===== config.mk =====
export PLATFORM = sky130hd
export DESIGN_NAME = khi_top
export DESIGN_NICKNAME = d
export VERILOG_FILES = /design/src/khi_pkg.sv /design/src/khi_top.sv
export SDC_FILE = /design/constraint.sdc
export NUM_CORES = 1
export LEC_CHECK = 0
export BUFFER_PORTS_ARGS = -buffer_cell sky130_fd_sc_hd__buf_2
export CORE_MARGIN = 10
export CORE_UTILIZATION = 38
export DETAILED_ROUTE_END_ITERATION = 8
export PLACE_DENSITY = 0.65
export SKIP_LAST_GASP = 1
export SYNTH_ARGS = -nofsm -noshare
export SYNTH_HDL_FRONTEND = slang
export SYNTH_SLANG_ARGS = --single-unit

===== constraint.sdc =====
create_clock -name SYS_CLK_I -period 3.4 [get_ports SYS_CLK_I]
set_input_delay 0 -clock SYS_CLK_I [delete_from_list [all_inputs] [get_ports SYS_CLK_I]]
set_output_delay 0 -clock SYS_CLK_I [all_outputs]
set_load 0.02 [all_outputs]

===== src/khi_pkg.sv =====
// Constants shared by the keyboard host interface block.
// Assumes a 40 MHz controller clock and byte-wide host I/O ports.
package khi_pkg;

    // Default host I/O port addresses after reset.
    localparam logic [15:0] KHI_DATA_ADDR_RST = 16'h0060;
    localparam logic [15:0] KHI_CMD_ADDR_RST  = 16'h0064;

    // Status register bit positions.
    localparam int KHI_ST_OBF  = 0;
    localparam int KHI_ST_IBF  = 1;
    localparam int KHI_ST_SYS  = 2;
    localparam int KHI_ST_CMD  = 3;
    localparam int KHI_ST_INH  = 4;
    localparam int KHI_ST_AUX  = 5;
    localparam int KHI_ST_TOUT = 6;
    localparam int KHI_ST_PERR = 7;

    // Configuration byte bit positions.
    localparam int KHI_CF_KIRQ = 0;
    localparam int KHI_CF_AIRQ = 1;
    localparam int KHI_CF_SYS  = 2;
    localparam int KHI_CF_KDIS = 4;
    localparam int KHI_CF_ADIS = 5;
    localparam int KHI_CF_XLAT = 6;

    // Configuration byte value after reset.
    localparam logic [7:0] KHI_CFG_RST = 8'h00;

    // Host commands and their answers.
    localparam logic [7:0] KHI_CMD_RD_CFG  = 8'h20;
    localparam logic [7:0] KHI_CMD_WR_CFG  = 8'h60;
    localparam logic [7:0] KHI_CMD_PW_TEST = 8'ha4;
    localparam logic [7:0] KHI_PW_LOADED   = 8'hfa;
    localparam logic [7:0] KHI_PW_NONE     = 8'hf1;

    // Acknowledge time-out for bytes sent to the keyboard.
    localparam int KHI_CLK_MHZ    = 40;
    localparam int KHI_ACK_TO_US  = 2;
    localparam int KHI_ACK_TO_CYC = KHI_ACK_TO_US * KHI_CLK_MHZ;

    // Controller sequencer states, Gray coded.
    typedef enum logic [1:0] {
        KHI_ST_IDLE = 2'b00,
        KHI_ST_RESP = 2'b01,
        KHI_ST_ACKW = 2'b11
    } khi_state_type;

endpackage


===== src/khi_top.sv =====
// Keyboard host interface: host I/O ports, received-byte FIFO,
// command byte and the read/write/password-test commands.
// Assumes the serial receive/transmit logic and the host bus run
// on SYS_CLK_I; only the inhibit pin is asynchronous.
// Overview of operation
// - Received bytes are parity checked and placed in the output buffer.
// - Loading the output buffer raises an interrupt if enabled.
// - No new byte goes to the keyboard before the previous is acknowledged or times out.
// - Output buffer is a read-only byte at relocatable data address.
// - Input buffer is a write-only byte at data and command addresses.
// - Data address marks data, command address marks command, status bit 3.
// - Data bytes go to keyboard unless a parameter is awaited.
// - Status register is readable any time at the command address.
// - Status bits 0 and 1 show output and input buffer full.
// - Status bit 2 mirrors the configuration system flag, zero at reset.
// - Status bit 4 is one when the keyboard is not inhibited.
// - Status bit 5 is one when the buffered byte came from the mouse.
// - Status bit 6 reports an acknowledge time-out.
// - Status bit 7 is one when the last byte had even parity.
// - Command 20h returns the configuration byte in the output buffer.
// - Command 60h takes the next data byte as configuration byte.
// - Config bits: translate, mouse disable, keyboard disable, system flag.
// - Config bits 0 and 1 enable keyboard and mouse interrupts.
// - Command A4h returns FAh if a password is loaded, else F1h.

// Synchronous FIFO with registered input-side ready.
module khi_fifo
    import khi_pkg::*;
#(
    parameter int W = 10,
    parameter int D = 16
) (
    input  wire logic         clk_i,     // Controller clock.
    input  wire logic         rst_i,     // Synchronous reset.
    input  wire logic         in_valid_i, // Write request.
    output logic              in_ready_o, // Room available.
    input  wire logic [W-1:0] in_data_i, // Write data.
    output logic              out_valid_o, // Word available.
    input  wire logic         out_ready_i, // Read request.
    output logic [W-1:0]      out_data_o // Head word.
);
    localparam int AW = $clog2(D);
    if (D < 2 || (D & (D - 1)) != 0) begin : g_bad_depth
        $error("khi_fifo depth must be a power of two");
    end
    logic [W-1:0] mem_reg [D];
    logic [AW-1:0] wp_reg, rp_reg;
    logic [AW:0]   cnt_reg;
    logic [AW:0]   cnt_next;
    logic          push, pop;
    // Handshakes on both sides.
    assign push = in_valid_i && in_ready_o;
    assign pop  = out_valid_o && out_ready_i;
    assign out_valid_o = (cnt_reg != '0);
    assign out_data_o  = mem_reg[rp_reg];
    // Next fill level; a push and a pop together leave it unchanged.
    assign cnt_next = cnt_reg + (AW+1)'(push) - (AW+1)'(pop);
    // Pointers, level and ready flag.
    always_ff @(posedge clk_i) begin
        if (rst_i) begin
            wp_reg     <= '0;
            rp_reg     <= '0;
            cnt_reg    <= '0;
            in_ready_o <= 1'b1;
        end else begin
            if (push) wp_reg <= wp_reg + 1'b1;
            if (pop) rp_reg <= rp_reg + 1'b1;
            cnt_reg    <= cnt_next;
            in_ready_o <= (cnt_next < (AW+1)'(D));
        end
    end
    // Storage array.
    always_ff @(posedge clk_i) begin
        if (push) mem_reg[wp_reg] <= in_data_i;
    end
endmodule

// Host-facing controller logic.
module khi_top
    import khi_pkg::*;
#(
    parameter int FIFO_DEPTH = 16
) (
    input  wire logic        SYS_CLK_I,   // Controller clock.
    input  wire logic        RST_I,       // Synchronous reset.
    input  wire logic [15:0] IO_ADDR_I,   // Host I/O address.
    input  wire logic        IO_WR_I,     // Host write strobe.
    input  wire logic        IO_RD_I,     // Host read strobe.
    input  wire logic [7:0]  IO_WDATA_I,  // Host write data.
    output logic [7:0]       IO_RDATA_O,  // Host read data.
    input  wire logic        CFG_LD_I,    // Load new port addresses.
    input  wire logic [15:0] CFG_DATA_ADDR_I, // New data address.
    input  wire logic [15:0] CFG_CMD_ADDR_I,  // New command address.
    input  wire logic        RX_VALID_I,  // Received byte valid.
    output logic             RX_READY_O,  // FIFO can take a byte.
    input  wire logic [7:0]  RX_DATA_I,   // Received byte.
    input  wire logic        RX_PARITY_I, // Received parity bit.
    input  wire logic        RX_AUX_I,    // Byte is from the mouse.
    output logic             TX_VALID_O,  // Send byte pulse.
    output logic [7:0]       TX_DATA_O,   // Byte to keyboard.
    input  wire logic        TX_ACK_I,    // Keyboard acknowledge.
    input  wire logic        KBD_INHIBIT_N_I, // Inhibit pin, low.
    input  wire logic        PW_LOADED_I, // Password is loaded.
    output logic             KBD_IRQ_O,   // Keyboard interrupt.
    output logic             AUX_IRQ_O,   // Mouse interrupt.
    output logic             XLATE_O      // Translation enabled.
);
    localparam int FW = 10;
    khi_state_type state_reg;
    logic [15:0] daddr_reg;
    logic [15:0] caddr_reg;
    logic        inh_s1_reg, inh_s2_reg;
    logic [7:0]  ib_reg;
    logic        ibf_reg;
    logic        cmdf_reg;
    logic [7:0]  cfg_reg;
    logic        pwait_reg;
    logic [7:0]  resp_reg;
    logic [7:0]  ob_reg;
    logic        obf_reg;
    logic        aux_reg;
    logic        perr_reg;
    logic        tout_reg;
    logic [$clog2(KHI_ACK_TO_CYC+1)-1:0] ackc_reg;
    logic [7:0]  status;
    logic        wr_d, wr_c, rd_d, rd_c;
    logic        consume;
    logic        cfg_we;
    logic        tx_start;
    logic        ack_to;
    logic        load_resp, load_rx, push_v, f_valid;
    logic [FW-1:0] f_data;
    logic        ob_full_next, aux_next;
    // Address decode of the host strobes.
    assign wr_d = IO_WR_I && (IO_ADDR_I == daddr_reg);
    assign wr_c = IO_WR_I && (IO_ADDR_I == caddr_reg);
    assign rd_d = IO_RD_I && (IO_ADDR_I == daddr_reg);
    assign rd_c = IO_RD_I && (IO_ADDR_I == caddr_reg);
    // Status register assembly.
    always_comb begin
        status = 8'h00;
        status[KHI_ST_OBF]  = obf_reg;
        status[KHI_ST_IBF]  = ibf_reg;
        status[KHI_ST_SYS]  = cfg_reg[KHI_CF_SYS];
        status[KHI_ST_CMD]  = cmdf_reg;
        status[KHI_ST_INH]  = inh_s2_reg;
        status[KHI_ST_AUX]  = aux_reg;
        status[KHI_ST_TOUT] = tout_reg;
        status[KHI_ST_PERR] = perr_reg;
    end
    // Port addresses reset to defaults and may be relocated.
    always_ff @(posedge SYS_CLK_I) begin
        if (RST_I) begin
            daddr_reg <= KHI_DATA_ADDR_RST;
            caddr_reg <= KHI_CMD_ADDR_RST;
        end else if (CFG_LD_I) begin
            daddr_reg <= CFG_DATA_ADDR_I;
            caddr_reg <= CFG_CMD_ADDR_I;
        end
    end
    // Two-stage synchroniser for the inhibit pin.
    always_ff @(posedge SYS_CLK_I) begin
        if (RST_I) begin
            inh_s1_reg <= 1'b1;
            inh_s2_reg <= 1'b1;
        end else begin
            inh_s1_reg <= KBD_INHIBIT_N_I;
            inh_s2_reg <= inh_s1_reg;
        end
    end
    // Input buffer: a write while full is ignored.
    always_ff @(posedge SYS_CLK_I) begin
        if (RST_I) begin
            ib_reg   <= 8'h00;
            ibf_reg  <= 1'b0;
            cmdf_reg <= 1'b0;
        end else if ((wr_d || wr_c) && !ibf_reg) begin
            ib_reg   <= IO_WDATA_I;
            ibf_reg  <= 1'b1;
            cmdf_reg <= wr_c;
        end else if (consume) begin
            ibf_reg  <= 1'b0;
        end
    end
    // Sequencer decisions for the byte in the input buffer.
    assign consume  = (state_reg == KHI_ST_IDLE) && ibf_reg;
    assign cfg_we   = consume && !cmdf_reg && pwait_reg;
    assign tx_start = consume && !cmdf_reg && !pwait_reg;
    assign ack_to   = (state_reg == KHI_ST_ACKW) && !TX_ACK_I
                      && (ackc_reg == KHI_ACK_TO_CYC - 1);
    // Command sequencer.
    always_ff @(posedge SYS_CLK_I) begin
        if (RST_I) begin
            state_reg <= KHI_ST_IDLE;
            pwait_reg <= 1'b0;
            resp_reg  <= 8'h00;
        end else begin
            case (state_reg)
                KHI_ST_IDLE: begin
                    if (consume && cmdf_reg) begin
                        case (ib_reg)
                            KHI_CMD_RD_CFG: begin
                                resp_reg  <= cfg_reg;
                                state_reg <= KHI_ST_RESP;
                            end
                            KHI_CMD_PW_TEST: begin
                                resp_reg  <= PW_LOADED_I ?
                                    KHI_PW_LOADED : KHI_PW_NONE;
                                state_reg <= KHI_ST_RESP;
                            end
                            KHI_CMD_WR_CFG: pwait_reg <= 1'b1;
                            default: pwait_reg <= 1'b0;
                        endcase
                    end else if (cfg_we) begin
                        pwait_reg <= 1'b0;
                    end else if (tx_start) begin
                        state_reg <= KHI_ST_ACKW;
                    end
                end
                KHI_ST_RESP: begin
                    if (load_resp) state_reg <= KHI_ST_IDLE;
                end
                KHI_ST_ACKW: begin
                    if (TX_ACK_I || ack_to) begin
                        state_reg <= KHI_ST_IDLE;
                    end
                end
                default: state_reg <= KHI_ST_IDLE;
            endcase
        end
    end
    // Configuration byte.
    always_ff @(posedge SYS_CLK_I) begin
        if (RST_I) begin
            cfg_reg <= KHI_CFG_RST;
        end else if (cfg_we) begin
            cfg_reg <= ib_reg;
        end
    end
    // Transmit pulse and acknowledge wait counter.
    always_ff @(posedge SYS_CLK_I) begin
        if (RST_I) begin
            TX_VALID_O <= 1'b0;
            TX_DATA_O  <= 8'h00;
            ackc_reg   <= '0;
        end else begin
            TX_VALID_O <= tx_start;
            if (tx_start) TX_DATA_O <= ib_reg;
            ackc_reg <= (state_reg == KHI_ST_ACKW) ? ackc_reg + 1'b1 : '0;
        end
    end
    // Time-out flag, cleared when the next byte is sent.
    always_ff @(posedge SYS_CLK_I) begin
        if (RST_I) begin
            tout_reg <= 1'b0;
        end else if (ack_to) begin
            tout_reg <= 1'b1;
        end else if (tx_start) begin
            tout_reg <= 1'b0;
        end
    end
    // Received bytes from a disabled source are dropped.
    assign push_v = RX_VALID_I && !(RX_AUX_I ? cfg_reg[KHI_CF_ADIS]
                                             : cfg_reg[KHI_CF_KDIS]);
    khi_fifo #(
        .W (FW),
        .D (FIFO_DEPTH)
    ) u_fifo (
        .clk_i       (SYS_CLK_I),
        .rst_i       (RST_I),
        .in_valid_i  (push_v),
        .in_ready_o  (RX_READY_O),
        .in_data_i   ({RX_AUX_I, ~^{RX_DATA_I, RX_PARITY_I},
                       RX_DATA_I}),
        .out_valid_o (f_valid),
        .out_ready_i (load_rx),
        .out_data_o  (f_data)
    );
    // Responses take the output buffer before received bytes.
    assign load_resp = (state_reg == KHI_ST_RESP) && !obf_reg;
    assign load_rx   = !obf_reg && !load_resp && f_valid;
    // Next output buffer flags.
    always_comb begin
        ob_full_next = obf_reg;
        aux_next     = aux_reg;
        if (load_resp) begin
            ob_full_next = 1'b1;
            aux_next     = 1'b0;
        end else if (load_rx) begin
            ob_full_next = 1'b1;
            aux_next     = f_data[FW-1];
        end else if (rd_d) begin
            ob_full_next = 1'b0;
            aux_next     = 1'b0;
        end
    end
    // Output buffer, its flags and parity status.
    always_ff @(posedge SYS_CLK_I) begin
        if (RST_I) begin
            ob_reg   <= 8'h00;
            obf_reg  <= 1'b0;
            aux_reg  <= 1'b0;
            perr_reg <= 1'b0;
        end else begin
            obf_reg <= ob_full_next;
            aux_reg <= aux_next;
            if (load_resp) begin
                ob_reg <= resp_reg;
            end else if (load_rx) begin
                ob_reg   <= f_data[7:0];
                perr_reg <= f_data[8];
            end
        end
    end
    // Interrupt lines follow a full buffer and its source enable.
    always_ff @(posedge SYS_CLK_I) begin
        if (RST_I) begin
            KBD_IRQ_O <= 1'b0;
            AUX_IRQ_O <= 1'b0;
        end else begin
            KBD_IRQ_O <= ob_full_next && !aux_next
                         && cfg_reg[KHI_CF_KIRQ];
            AUX_IRQ_O <= ob_full_next && aux_next
                         && cfg_reg[KHI_CF_AIRQ];
        end
    end
    // Host read data and translation flag.
    always_ff @(posedge SYS_CLK_I) begin
        if (RST_I) begin
            IO_RDATA_O <= 8'h00;
            XLATE_O    <= 1'b0;
        end else begin
            XLATE_O <= cfg_reg[KHI_CF_XLAT];
            if (rd_d) begin
                IO_RDATA_O <= ob_reg;
            end else if (rd_c) begin
                IO_RDATA_O <= status;
            end else begin
                IO_RDATA_O <= 8'h00;
            end
        end
    end
endmodule


==> flow_summary.ini <==
[setup_path]
cp_max_fo = 8
start_kind = flip-flop
crit_start = u_fifo.cnt_reg[3]
critical_path_required_ns = 3.78
cp-end-kind = flip-flop
cp.arrival_ns = 3.44
r2r_cells = 16
r2r_slack_ns = 0.34
reg2reg_from = u_fifo.cnt_reg[3]
critPathKind = flip-flop to flip-flop
rr_endpoint = u_fifo.cnt_reg[4]

[floorplanning]
coreArea_um2 = 29500
die_h_um = 192
die_area_um2 = 37000
die-width_um = 192
boundaryPins = 96
rows = 63
start_util = 0.383

[finish]
largest_reg_flops = 160
area_growth_pct = 21.6
fillers = 2631
drive_gt1_frac = 0.226
layout_commonest_cell = edfxtp_1
design_area_um2 = 13700
final_cell_mix = edfxtp_1 (160), dfxtp_1 (119), nor2_1 (119)
nNetsFinal = 1068

[sta]
fin_ws_ns = 0.340
hold_ws_ns = 0.0398
final_hold_viol_count = 0
setup_tns_ns = 0
skew_ns = 0.0184
maxSlewViolCount = 0
fmax_mhz = 327
fin_crit_ns = 3.06
max-slew-margin-rel = 0.221
period_share = 0.900
rsz0062_at_grt = no
finalSetupViolCount = 0
worst_pin_slew_ns = 1.16

[clock_tree]
htreeDepth = 1
clk-insertion-delay-late_ns = 0.54
numCtsBuffers = 29
cts_num_sinks = 280
cts_hold_buf = 54
tritoncts = yes
cts-resized-gates = 0
clockBufferDepth = 3
cts_setup_buffers = 0
root_buffer = clkbuf_16
clk_pin_slew_ns = 0.06

[synth]
synth_cells = 817
yosys.area_share.simple = 0.0966
synth_nets = 905
synth_top_area_cell = edfxtp_1
synthTopCellsByArea = edfxtp_1 (43%), dfxtp_1 (21%), mux4_2 (8.0%)
postSynthAreaPerCell_um2 = 13.8
synth_edf_count = 160
ys_warn_count = 0
seq_area_frac_synth = 0.638
synthAdderAreaFrac = 0.0151
synth_compound_area_frac = 0.0406
ys.flop_type = edfxtp_1
synth_xor_area_frac = 0.0434
yosysUniqueCellTypes = 50
async_flop_share = 0
synth_top_family_by_area = multiplexers
ys_ff_latch = 280
post-synth-top-area-fraction = 0.425
synthMuxAreaShare = 0.141
syn_area_um2 = 11300

[worst_hold_path]
min_path_type = input pin to flip-flop
holdPathStages = 2
hold_end = cfg_reg[7]
min_from = RST_I

[drt]
drt-total-wl_mm = 25.1
drt_iter0_drc = 423
dr.pass1.iters = 5
wl_per_cell_um = 18.0
drc = 0
vias_per_cell = 4.90
vias = 6819
postRouteAntennaNets = 0

[power_and_ir_drop]
p_seq_frac = 0.452
peakVddDrop_mv = 0.389
power.share.combinational = 0.203
p_int_mw = 6.47
p_leak_nw = 4.98
p_per_area_nw_per_um2 = 641
p_sw_mw = 2.33
clkPwrFrac = 0.345
swShare = 0.264

[global_route]
overflow = 0
first_global_vias = 7065
grt_use_total = 0.135
grt_max_degree = 81
antenna_found_initial = 2
grt_pass1_wl_mm = 39.8

[placed_design]
dp_slack_ns = 0.321
globalplace.congestion = 0.782
hpwlAfterDp_mm = 16.3
dpl-instance-area_um2 = 12300
port_buffers = 95

[status]
status = finished clean

[flow_run]
drv_cap = 0
-- per-layer routing --
metal	routed length, µm	track usage	up-vias
met5	0	0	-
met4	401	0.0295	0
met3	1600	0.0293	37
met2	11400	0.213	190
met1	11700	0.186	3297
li1	-	-	3295
-- area by class of cell --
| type | count | area (µm²) | share of cell area |
|---|---|---|---|
| tap | 390 | 488 | 0.0356 |
| timing repair buffer | 177 | 1250 | 0.0913 |
| multi-input combinational | 475 | 3810 | 0.277 |
| clock inverter | 12 | 139 | 0.0101 |
| inverter | 17 | 63.8 | 0.00465 |
| sequential | 280 | 7210 | 0.525 |
| clock buffer | 39 | 763 | 0.0556 |
| antenna | 1 | 2.50 | 0.000182 |
-- synth_stat cells (all sizes together), types with 3 or more instances --
| library cell | instances |
|---|---|
| edfxtp | 160 |
| nor2 | 122 |
| dfxtp | 120 |
| mux2i | 64 |
| xnor2 | 47 |
| mux4 | 40 |
| nand2 | 36 |
| a21oi | 31 |
| clkbuf | 27 |
| buf | 18 |
| inv | 16 |
| and3 | 12 |
| ha | 12 |
| nor2b | 11 |
| nand4 | 10 |
| nand3 | 9 |
| xor2 | 9 |
| o22ai | 8 |
| a211oi | 7 |
| a22oi | 7 |
| nand2b | 6 |
| nor3 | 6 |
| a211o | 5 |
| mux2 | 5 |
| nor4 | 5 |
| o21a | 3 |
| or2 | 3 |
-- power by group through the flow --
stage                     Combinational, mW  Sequential (mW)  Clock, mW
after floorplan                        1.30             3.98          0
after global placement                 1.74             4.04          0
after detailed placement               1.76             4.05          0
after CTS                              1.82             3.98       3.11
after global routing                   1.98             4.00       3.25
final                                  1.79             3.98       3.03
-- worst max path at each step --
stage	end	depth (start not counted)	slack, ns
after floorplan	u_fifo.cnt_reg[4]	16	0.71
after global placement	u_fifo.cnt_reg[4]	16	0.38
after detailed placement	u_fifo.cnt_reg[4]	16	0.32
after CTS	u_fifo.cnt_reg[4]	16	0.30
after global routing	u_fifo.cnt_reg[4]	16	0.05
final	u_fifo.cnt_reg[4]	16	0.34
-- cells by family (layout without fill, tap and decap cells) --
family / after synthesis / after routing
buffers and inverters: 62 / 245
muxes: 109 / 109
and+or+nand+nor: 230 / 230
xor gates and xnor gates: 56 / 56
adders and majority gates: 13 / 13
DFF: 280 / 280
other: 0 / 1
AOI/OAI and AO/OA: 67 / 67
-- per-stage QoR --
stage          power (mW)  utilization  instances
2_1_floorplan        5.28            -        817
3_3_place_gp         5.78        0.417       1285
3_5_place_dp         5.81        0.417       1285
4_1_cts              8.90        0.465       1390
5_1_grt              9.24        0.466       1391
6_report             8.80        0.466       1391
-- critical path, cell delays in order, from the launching register on --
cell	delay, ns
dfxtp_1	0.35
inv_1	0.07
ha_1	0.18
inv_1	0.05
o41ai_1	0.08
a21oi_1	0.64
ha_1	0.35
inv_1	0.06
ha_1	0.15
inv_1	0.06
fa_1	0.43
inv_1	0.07
a21oi_1	0.06
nor2_1	0.08
nor2_1	0.05
xnor2_1	0.12
nor2b_1	0.13
Power figures use the tool's default switching activity.
